$ cat config.mk
export PLATFORM = sky130hd
export DESIGN_NAME = instruction_sampling_monitor
export DESIGN_NICKNAME = d
export VERILOG_FILES = /design/src/rtl/sampling_pkg.sv /design/src/rtl/instruction_sampling_monitor.sv
export SDC_FILE = /design/constraint.sdc
export NUM_CORES = 1
export LEC_CHECK = 0
export ABC_AREA = 1
export BUFFER_PORTS_ARGS = -buffer_cell sky130_fd_sc_hd__buf_2
export CELL_PAD_IN_SITES_DETAIL_PLACEMENT = 0
export CELL_PAD_IN_SITES_GLOBAL_PLACEMENT = 1
export CORE_MARGIN = 4
export CORE_UTILIZATION = 45
export DETAILED_ROUTE_END_ITERATION = 7
export PLACE_DENSITY = 0.82
export SLEW_MARGIN = 10
export SYNTH_ARGS = -nofsm -noshare
export SYNTH_HDL_FRONTEND = slang
export SYNTH_SLANG_ARGS = --single-unit
$ cat constraint.sdc
create_clock -name ref_clk_i -period 3.2 [get_ports ref_clk_i]
set_clock_uncertainty 0.15 [all_clocks]
set_input_delay 0.64 -clock ref_clk_i [delete_from_list [all_inputs] [get_ports ref_clk_i]]
set_output_delay 0.64 -clock ref_clk_i [all_outputs]
set_load 0.005 [all_outputs]
$ cat src/rtl/sampling_pkg.sv
// shared constants for the instruction sampling monitor
package sampling_pkg;
   localparam int fetch_cnt_width = 20;
   localparam int fetch_max_sw_width = 16;
   localparam int op_cnt_width = 27;
   localparam int op_max_sw_width = 23;
   localparam int low_rand_width = 4;
   localparam int addr_width = 48;
   localparam int lat_width = 16;
   localparam int page_size_width = 2;
   // register byte offsets
   localparam logic [7:0] fetch_ctl_off = 8'h00;
   localparam logic [7:0] fetch_cnt_off = 8'h04;
   localparam logic [7:0] fetch_stat_off = 8'h08;
   localparam logic [7:0] fetch_va_lo_off = 8'h0C;
   localparam logic [7:0] fetch_va_hi_off = 8'h10;
   localparam logic [7:0] fetch_pa_lo_off = 8'h14;
   localparam logic [7:0] fetch_pa_hi_off = 8'h18;
   localparam logic [7:0] op_ctl_off = 8'h20;
   localparam logic [7:0] op_cnt_off = 8'h24;
   localparam logic [7:0] op_stat_off = 8'h28;
   localparam logic [7:0] op_ia_lo_off = 8'h2C;
   localparam logic [7:0] op_ia_hi_off = 8'h30;
   // control field positions
   localparam int ctl_max_lsb = 0;
   localparam int ctl_enable_bit = 24;
   localparam int ctl_mode_bit = 25;
   // fetch status field positions
   localparam int st_valid_bit = 0;
   localparam int st_comp_bit = 1;
   localparam int st_phys_bit = 2;
   localparam int st_l1_bit = 3;
   localparam int st_l2_bit = 4;
   localparam int st_ic_bit = 5;
   localparam int st_pg_lsb = 6;
   localparam int st_lat_lsb = 16;
   localparam logic [31:0] unmapped_value = 32'h0000_0000;
   typedef enum logic [1:0] {
      f_count = 2'b00,
      f_armed = 2'b01,
      f_track = 2'b10,
      f_done = 2'b11
   } fetch_state_type;
   typedef enum logic [1:0] {
      o_count = 2'b00,
      o_track = 2'b01,
      o_done = 2'b10
   } op_state_type;
endpackage

$ cat src/rtl/instruction_sampling_monitor.sv
// instruction sampling monitor: fetch and op sampling halves with avalon slave
// How it works
// RULE_01: fetch counter steps once per completed fetch.
// RULE_02: op counter steps per cycle or per dispatched op, by mode.
// RULE_03: at fetch maximum, tag the next attempted fetch until done or abort.
// RULE_04: at op maximum, tag one op for monitoring.
// RULE_05: tagged fetch completing or aborting raises interrupt with sample.
// RULE_06: tagged op retiring raises interrupt, sample readable.
// RULE_07: events of tagged fetch or op are recorded for readout.
// RULE_08: fetch counter and fetch maximum are 20 bits wide.
// RULE_09: software writes upper 16 maximum bits; low 4 stay zero.
// RULE_10: fetch counter resets when it reaches the maximum.
// RULE_11: software may load the low 4 counter bits with random value.
// RULE_12: separate enables and registers; halves run alone or together.
// RULE_13: virtual fetch address always reported valid.
// RULE_14: physical valid flag only when address and page size valid.
// RULE_15: separate first-attempt miss flags for itlb levels and icache.
// RULE_16: completion flag set when delivered, clear on abort.
// RULE_17: two-bit itlb page size reported.
// RULE_18: latency counts cycles from fetch start to delivery or abort.
// RULE_19: sampled op reports address of its parent instruction.
// RULE_20: software writes maximum count, then sets enable.
// RULE_21: handler clears count and re-enables to arm the next sample.
// RULE_22: op counter is 27 bits, maximum low four bits zero.
// RULE_23: flushed tagged op drops sample, loads random count, retags later.
// RULE_24: no new fetch tag while a sample is outstanding.
`timescale 1ns/100ps
`default_nettype none
module instruction_sampling_monitor
   import sampling_pkg::*;
(
   input wire logic ref_clk_i,
   input wire logic rst_b_i,
   // avalon-mm slave
   input wire logic [7:0] avs_address_i,
   input wire logic avs_read_i,
   input wire logic avs_write_i,
   input wire logic [31:0] avs_writedata_i,
   output logic [31:0] avs_readdata_o,
   output logic avs_waitrequest_o,
   // fetch pipeline events
   input wire logic fetch_start_i,
   input wire logic [sampling_pkg::addr_width-1:0] fetch_vaddr_i,
   input wire logic fetch_complete_i,
   input wire logic fetch_abort_i,
   input wire logic fetch_translated_i,
   input wire logic [sampling_pkg::addr_width-1:0] fetch_paddr_i,
   input wire logic [sampling_pkg::page_size_width-1:0] fetch_page_size_i,
   input wire logic first_level_itlb_miss_i,
   input wire logic second_level_itlb_miss_i,
   input wire logic icache_miss_i,
   // op pipeline events
   input wire logic op_dispatch_i,
   input wire logic [sampling_pkg::addr_width-1:0] op_inst_addr_i,
   input wire logic op_tag_retire_i,
   input wire logic op_tag_flush_i,
   input wire logic [sampling_pkg::low_rand_width-1:0] random_i,
   output logic fetch_tag_o,
   output logic op_tag_o,
   output logic fetch_sample_irq_o,
   output logic op_sample_irq_o
);
   import sampling_pkg::*;

   // overview of the block:
   // two sampling halves share one state register and one bus slave
   // the fetch half counts completed fetches up to its maximum
   // once the maximum is met it arms and tags the next attempted fetch
   // the tagged fetch is tracked until it completes or aborts
   // its flags, addresses and latency then wait for the handler
   // the op half counts cycles or dispatched ops up to its maximum
   // a hit tags one op and captures its parent instruction address
   // a retired tagged op raises an interrupt, a flushed one is dropped
   // each half disarms itself after a sample until software re-enables
   // both halves may run alone or together, they never interact
   // limitation: only one fetch and one op sample can be outstanding

   // the whole state of the block in one packed word
   typedef struct packed {
      // fetch half: control, counter and sample fields
      fetch_state_type fstate;
      logic [fetch_cnt_width-1:0] fetch_cnt;
      logic [fetch_max_sw_width-1:0] fetch_max_hi;
      logic fetch_en;
      logic fetch_valid;
      logic fetch_completed_flag;
      logic phys_addr_valid_flag;
      logic first_level_itlb_miss_flag;
      logic second_level_itlb_miss_flag;
      logic icache_miss_flag;
      logic first_seen;
      logic [page_size_width-1:0] itlb_page_size_field;
      logic [lat_width-1:0] fetch_latency_count;
      logic [addr_width-1:0] fetch_va;
      logic [addr_width-1:0] fetch_pa;
      // op half: control, counter and sample fields
      op_state_type ostate;
      logic [op_cnt_width-1:0] op_cnt;
      logic [op_max_sw_width-1:0] op_max_hi;
      logic op_en;
      logic op_mode;
      logic op_valid;
      logic [addr_width-1:0] op_ia;
      // one-cycle interrupt pulses and bus answer
      logic fetch_irq;
      logic op_irq;
      logic [31:0] rdata;
      logic ack;
   } state_type;

   // current state and the value it takes at the next edge
   state_type cur;
   state_type next_cur;
   // helper nets derived from the current state and the inputs
   logic [fetch_cnt_width-1:0] fetch_max;
   logic [op_cnt_width-1:0] op_max;
   logic fetch_hit;
   logic op_hit;
   logic op_step;
   logic fetch_end;
   logic acc;

   // maxima carry hardwired zero low bits [RULE_08] [RULE_09] [RULE_22]
   assign fetch_max = {cur.fetch_max_hi, {low_rand_width{1'b0}}};
   assign op_max = {cur.op_max_hi, {low_rand_width{1'b0}}};
   // a hit needs the half to be enabled, so a stale count stays idle
   // equality only: software must not load a count above the maximum,
   // otherwise the counter runs the whole range before it hits
   assign fetch_hit = cur.fetch_en && (cur.fetch_cnt == fetch_max);
   assign op_hit = cur.op_en && (cur.op_cnt == op_max);
   // mode bit set counts dispatched ops, clear counts cycles [RULE_02]
   assign op_step = cur.op_mode ? op_dispatch_i : 1'b1;
   // either ending of a tagged fetch closes the sample
   assign fetch_end = fetch_complete_i || fetch_abort_i;
   // any bus access in progress
   assign acc = avs_read_i || avs_write_i;

   // one combinational pass computes the whole next state
   always_comb begin
      next_cur = cur;
      next_cur.fetch_irq = 1'b0;
      next_cur.op_irq = 1'b0;
      next_cur.ack = acc && !cur.ack;

      // fetch half
      // count: completed fetches step the counter toward the maximum
      // armed: waits for the next attempted fetch to tag it
      // track: collects flags and latency of the tagged fetch
      // done: sample held until software enables again
      case (cur.fstate)
         f_count: begin
            if (cur.fetch_en && fetch_complete_i) begin
               if (fetch_hit) begin
                  next_cur.fetch_cnt = '0; // [RULE_10]
                  next_cur.fstate = f_armed; // [RULE_03]
               end else begin
                  next_cur.fetch_cnt = cur.fetch_cnt + 1'b1; // [RULE_01]
               end
            end else if (fetch_hit) begin
               next_cur.fetch_cnt = '0; // [RULE_10]
               next_cur.fstate = f_armed; // [RULE_03]
            end
         end
         f_armed: begin
            // the next attempted fetch carries the tag [RULE_03]
            // the flags, latency and virtual address restart here, so an old sample never
            // leaks flags into the new one; fetch_pa and the page size field are kept
            if (fetch_start_i) begin
               next_cur.fstate = f_track;
               next_cur.fetch_va = fetch_vaddr_i; // [RULE_13]
               next_cur.fetch_latency_count = '0;
               next_cur.first_seen = 1'b0;
               next_cur.phys_addr_valid_flag = 1'b0;
               next_cur.first_level_itlb_miss_flag = 1'b0;
               next_cur.second_level_itlb_miss_flag = 1'b0;
               next_cur.icache_miss_flag = 1'b0;
               next_cur.fetch_completed_flag = 1'b0;
            end
         end
         f_track: begin
            // saturating so a stuck fetch cannot wrap the figure
            if (cur.fetch_latency_count != '1) begin
               next_cur.fetch_latency_count =
                  cur.fetch_latency_count + 1'b1; // [RULE_18]
            end
            // only the first translation attempt is recorded [RULE_15]
            if (fetch_translated_i && !cur.first_seen) begin
               next_cur.first_seen = 1'b1;
               next_cur.first_level_itlb_miss_flag =
                  first_level_itlb_miss_i; // [RULE_07]
               next_cur.second_level_itlb_miss_flag =
                  second_level_itlb_miss_i;
               next_cur.icache_miss_flag = icache_miss_i;
               next_cur.fetch_pa = fetch_paddr_i;
               next_cur.itlb_page_size_field = fetch_page_size_i; // [RULE_17]
               next_cur.phys_addr_valid_flag = 1'b1; // [RULE_14]
            end
            // the ending cycle is counted in the latency as well
            // a fetch killed before translation keeps phys valid clear
            if (fetch_end) begin
               next_cur.fetch_completed_flag = fetch_complete_i; // [RULE_16]
               next_cur.fetch_valid = 1'b1;
               next_cur.fetch_en = 1'b0; // [RULE_24]
               next_cur.fetch_irq = 1'b1; // [RULE_05]
               next_cur.fstate = f_done;
            end
         end
         f_done: begin
            // held until software re-enables [RULE_24]
            if (cur.fetch_en) begin
               next_cur.fstate = f_count;
            end
         end
         default: next_cur.fstate = f_count;
      endcase

      // op half, independent of the fetch half [RULE_12]
      // count: cycles or dispatches step the counter toward the maximum
      // track: the tagged op is in flight, waiting to retire or flush
      // done: sample held until software enables again
      // the address is taken in the hit cycle, with the tagged op
      case (cur.ostate)
         o_count: begin
            if (op_hit) begin
               next_cur.ostate = o_track; // [RULE_04]
               next_cur.op_cnt = '0;
               next_cur.op_ia = op_inst_addr_i; // [RULE_19]
            end else if (cur.op_en && op_step) begin
               next_cur.op_cnt = cur.op_cnt + 1'b1; // [RULE_02]
            end
         end
         o_track: begin
            // a flush beats a retire in the same cycle: no sample then
            if (op_tag_flush_i) begin
               // sample dropped and counting restarts randomised [RULE_23]
               next_cur.op_cnt = {{(op_cnt_width-low_rand_width){1'b0}},
                  random_i};
               next_cur.ostate = o_count;
            end else if (op_tag_retire_i) begin
               next_cur.op_valid = 1'b1;
               next_cur.op_en = 1'b0;
               next_cur.op_irq = 1'b1; // [RULE_06]
               next_cur.ostate = o_done;
            end
         end
         o_done: begin
            // held until software re-enables
            if (cur.op_en) begin
               next_cur.ostate = o_count;
            end
         end
         default: next_cur.ostate = o_count;
      endcase

      // register writes land on the edge where waitrequest is low
      // they come after the halves, so a software counter write wins
      // over a hardware step in the same cycle
      // a valid flag being set in this cycle is not cleared by a
      // re-enable, so a finished sample is never lost
      if (avs_write_i && cur.ack) begin
         if (avs_address_i == fetch_ctl_off) begin
            next_cur.fetch_max_hi = avs_writedata_i[ctl_max_lsb +:
               fetch_max_sw_width]; // [RULE_09] [RULE_20]
            next_cur.fetch_en = avs_writedata_i[ctl_enable_bit]; // [RULE_12]
            if (avs_writedata_i[ctl_enable_bit] &&
                  !(cur.fstate == f_track && fetch_end)) begin
               next_cur.fetch_valid = 1'b0; // [RULE_21]
            end
         end else if (avs_address_i == fetch_cnt_off) begin
            // low bits may take a random seed [RULE_11]
            next_cur.fetch_cnt = avs_writedata_i[fetch_cnt_width-1:0];
         end else if (avs_address_i == op_ctl_off) begin
            next_cur.op_max_hi = avs_writedata_i[ctl_max_lsb +:
               op_max_sw_width]; // [RULE_22]
            next_cur.op_en = avs_writedata_i[ctl_enable_bit]; // [RULE_12]
            next_cur.op_mode = avs_writedata_i[ctl_mode_bit];
            if (avs_writedata_i[ctl_enable_bit] &&
                  !(cur.ostate == o_track && op_tag_retire_i &&
                  !op_tag_flush_i)) begin
               next_cur.op_valid = 1'b0;
            end
         end else if (avs_address_i == op_cnt_off) begin
            next_cur.op_cnt = avs_writedata_i[op_cnt_width-1:0];
         end
      end

      // read data captured for the acknowledging cycle
      // taken one cycle early, so the answer comes from a flop and
      // the address decode stays off the output path
      // unmapped addresses and unused bits read as zero
      next_cur.rdata = unmapped_value;
      if (avs_read_i && !cur.ack) begin
         if (avs_address_i == fetch_ctl_off) begin
            next_cur.rdata[ctl_max_lsb +: fetch_max_sw_width] =
               cur.fetch_max_hi;
            next_cur.rdata[ctl_enable_bit] = cur.fetch_en;
         end else if (avs_address_i == fetch_cnt_off) begin
            next_cur.rdata[fetch_cnt_width-1:0] = cur.fetch_cnt;
         end else if (avs_address_i == fetch_stat_off) begin
            next_cur.rdata[st_valid_bit] = cur.fetch_valid;
            next_cur.rdata[st_comp_bit] = cur.fetch_completed_flag;
            next_cur.rdata[st_phys_bit] = cur.phys_addr_valid_flag;
            next_cur.rdata[st_l1_bit] = cur.first_level_itlb_miss_flag;
            next_cur.rdata[st_l2_bit] = cur.second_level_itlb_miss_flag;
            next_cur.rdata[st_ic_bit] = cur.icache_miss_flag;
            next_cur.rdata[st_pg_lsb +: page_size_width] =
               cur.itlb_page_size_field;
            next_cur.rdata[st_lat_lsb +: lat_width] =
               cur.fetch_latency_count;
         end else if (avs_address_i == fetch_va_lo_off) begin
            next_cur.rdata = cur.fetch_va[31:0];
         end else if (avs_address_i == fetch_va_hi_off) begin
            next_cur.rdata[addr_width-33:0] = cur.fetch_va[addr_width-1:32];
         end else if (avs_address_i == fetch_pa_lo_off) begin
            next_cur.rdata = cur.fetch_pa[31:0];
         end else if (avs_address_i == fetch_pa_hi_off) begin
            next_cur.rdata[addr_width-33:0] = cur.fetch_pa[addr_width-1:32];
         end else if (avs_address_i == op_ctl_off) begin
            next_cur.rdata[ctl_max_lsb +: op_max_sw_width] = cur.op_max_hi;
            next_cur.rdata[ctl_enable_bit] = cur.op_en;
            next_cur.rdata[ctl_mode_bit] = cur.op_mode;
         end else if (avs_address_i == op_cnt_off) begin
            next_cur.rdata[op_cnt_width-1:0] = cur.op_cnt;
         end else if (avs_address_i == op_stat_off) begin
            next_cur.rdata[st_valid_bit] = cur.op_valid;
         end else if (avs_address_i == op_ia_lo_off) begin
            next_cur.rdata = cur.op_ia[31:0];
         end else if (avs_address_i == op_ia_hi_off) begin
            next_cur.rdata[addr_width-33:0] = cur.op_ia[addr_width-1:32];
         end
      end
   end

   // single state register, constant reset values
   // reset leaves both halves disabled and idle
   always_ff @(posedge ref_clk_i or negedge rst_b_i) begin
      if (!rst_b_i) begin
         cur <= '0;
      end else begin
         cur <= next_cur;
      end
   end

   // one wait cycle per access keeps decode off the answer path
   // a request held after an answer starts the next access, with its own wait cycle
   assign avs_waitrequest_o = acc && !cur.ack;
   assign avs_readdata_o = cur.rdata;
   // tags are combinational so the pipeline marks the very fetch or op
   // that is in the stage in this cycle
   assign fetch_tag_o = (cur.fstate == f_armed) && fetch_start_i;
   assign op_tag_o = (cur.ostate == o_count) && op_hit;
   // interrupt pulses come straight from the state register
   assign fetch_sample_irq_o = cur.fetch_irq;
   assign op_sample_irq_o = cur.op_irq;
endmodule
`default_nettype wire

==> results.toml <==
[setup_path]
crit_path_max_fanout = 5
cp-end-kind = "output pin"
r2r_cells = 12
critPathKind = "reg2out"
start_kind = "register"
regToRegSetupSlack_ns = 0.55
reg2reg_to = "cur[62]"
critPathArrivalTime_ns = 2.30
critPathRequiredTime_ns = 2.41
rr_startpoint = "cur[110]"

[routing]
routed_wl_mm = 59.3
wl_per_cell_um = 19.9
firstDrtPassIters = 6
drt_first_iter_violations = 1396
vias_per_cell = 5.32
drc = 0
vias = 15863
postRouteAntennaNets = 0

[clocking]
cts_sinks = 297
cts_buffer_depth = 3
htreeDepth = 2
clkTransAtPathRegs_ns = 0.06
cts_buffers = 36
cts.root.buffer_cell = "clkbuf_16"
cts_tree = "yes"
insertion_delay_ns = 0.54

[finish]
num_antenna_cells = 0
multi_input_area_um2 = 7440
fillers = 3618
fin_area_um2 = 19100
seq_area_um2 = 7440
area_growth_pct = 16.6
fin_cells = 2982
nNetsFinal = 2711
drive_gt1_frac = 0.155

[min_path]
hold_end = "cur[191]"
hold_path_class = "in2reg"
whs_path_depth = 3
hold_start = "fetch_vaddr_i[5]"

[synth]
synth_ff_type = "dfrtp_1"
syn_area_um2 = 16400
syn_nets = 2512
synth_top_cells_by_count = "nand2_1, dfrtp_1, nor2_1, inv_1, a21oi_1"
ys_ff_latch = 297
synth_top_area_cell = "dfrtp_1"
synth_warnings = 0
ys_async_sr_fraction = 1.00
synthCells = 2299
synth.most_common_cell = "nand2_1"
synth_edf_count = 0
seq_area_frac_synth = 0.454
synth.distinct_cells = 42
yosysTopAreaCellShare = 0.454
synthTopCellsByArea = "dfrtp_1, nand2_1, nor2_1"
avgSynthCellArea_um2 = 7.12

[grt]
grt_max_degree = 98
grt_pass1_vias = 15555
track_usage = 0.300
grt_pass1_wl_mm = 90.8
antenna_found_initial = 0
overflow = 0

[floorplanning]
coreArea_um2 = 35700
dieArea_um2 = 39500
die_x_um = 199
top_level_ports = 241
start_util = 0.458
die_h_um = 199
rows = 69

[place]
port_buffers = 235
place.detailed.hpwl_mm = 45.3
gp_congestion = 0.962
placed_cells = 2920
dpl_cell_area_um2 = 17900

[sta]
relSlewSlack = 0.260
setup_viol = 0
fmax_mhz = 324
period_share = 0.966
finalSetupTns_ns = 0
worstMarginPinSlew_ns = 1.11
fin_crit_ns = 3.09
report.final.hold_viol_count = 0
slew_viol_final = 0

[power]
power.total_mw = 13.2
p_leak_nw = 9.75
powerDensity_nw_per_um2 = 690
ir_drop_mv = 0.431

[run]
cap_violations = 0

[status]
status = "finished, final reports clean"
==> metal layers <==
layer	GRT usage	vias to the layer above	share of wire	routed length, um
met2	0.466	619	0.45	26500
met4	0.106	0	0.040	2350
li1	-	7688	-	-
met3	0.0476	106	0.075	4460
met1	0.428	7450	0.44	26000
met5	0	-	0	0
==> where the power goes <==
group / internal [mW] / switching (mW) / total, mW
Combinational: 1.17 / 2.36 / 3.54
Sequential: 4.84 / 0.791 / 5.63
Clock: 2.38 / 1.64 / 4.02
==> state kept, by name (all words and copies together), names as in the netlist <==
register            count
avs_readdata_o         32
fetch_sample_irq_o      1
op_sample_irq_o         1
cur                   263
==> per-stage QoR <==
stage	hold WS [ns]	util	worst slack, ns
6_report	0.145	0.534	0.109
5_1_grt	0.142	0.534	-0.000300
3_5_place_dp	0.304	0.502	0.241
4_1_cts	0.131	0.534	0.0398
3_3_place_gp	0.300	0.502	0.267
2_1_floorplan	0.194	-	0.766
==> layout make-up <==
class,count,area share
multi-input cells,1641,0.389
flip-flops and latches,297,0.389
repair buffers,291,0.0862
clock buffers,54,0.0538
inverters,231,0.0455
well taps,461,0.0302
clock inverters,7,0.00557
==> what timing repair did <==
| action | CTS | global route |
|---|---|---|
| setup endpoints to repair | 1 | 1 |
| endpoints found under the hold margin | 59 | 0 |
| hold buffers | 1 | 0 |
| buffers inserted | 0 | 0 |
| pin swaps | 0 | 0 |
| resized for setup | 1 | 5 |
==> critical path, stage by stage (launching register included) <==
cell	delay (ns)
dfrtp_2	0.46
inv_4	0.12
ha_1	0.24
nand3_1	0.13
nor2_1	0.13
nand2_1	0.06
nor2_1	0.11
nand3_2	0.14
nand2_2	0.13
nand4_4	0.08
inv_1	0.06
buf_2	0.10
==> how the worst max path moves through the flow <==
stage	from	end	cells after the start
floorplan	cur[109]	op_tag_o	11
global placement	avs_address_i[0]	cur[132]	10
detailed placement	avs_address_i[7]	cur[132]	10
CTS	cur[109]	op_tag_o	11
global route	cur[109]	op_tag_o	11
finish	cur[109]	op_tag_o	11
==> kinds of logic (layout without fill, tap and decap cells) <==
logic type | Yosys count | in the layout | share of synthesized area
and+or+nand+nor | 1236 | 1236 | 0.305
buffers and inverters | 361 | 583 | 0.0935
AOI/OAI and AO/OA | 348 | 348 | 0.115
DFF | 297 | 297 | 0.454
xor gates and xnor gates | 44 | 44 | 0.0235
adders and majority gates | 9 | 9 | 0.00688
muxes | 4 | 4 | 0.00275
==> layout by cell type, fill, tap and decap left out, types with 5 or more instances in the layout <==
cell type and n:
clkinv_1 5, nor2_2 9, clkbuf_8 6, inv_1 204
dfrtp_1 294, clkbuf_1 12, o221ai_1 7, nand3_1 105
nand2_1 825, nor2_1 207, o21ai_1 52, clkbuf_16 36
nor3_1 35, a22oi_1 8, xor2_1 34, buf_4 52
a21oi_1 136, inv_2 21, nand4_1 37, o22ai_1 11
o21ai_0 108, buf_2 234, o31ai_1 9, ha_1 9
xnor2_1 10
Note: power is estimated with default switching activity, not from simulation.
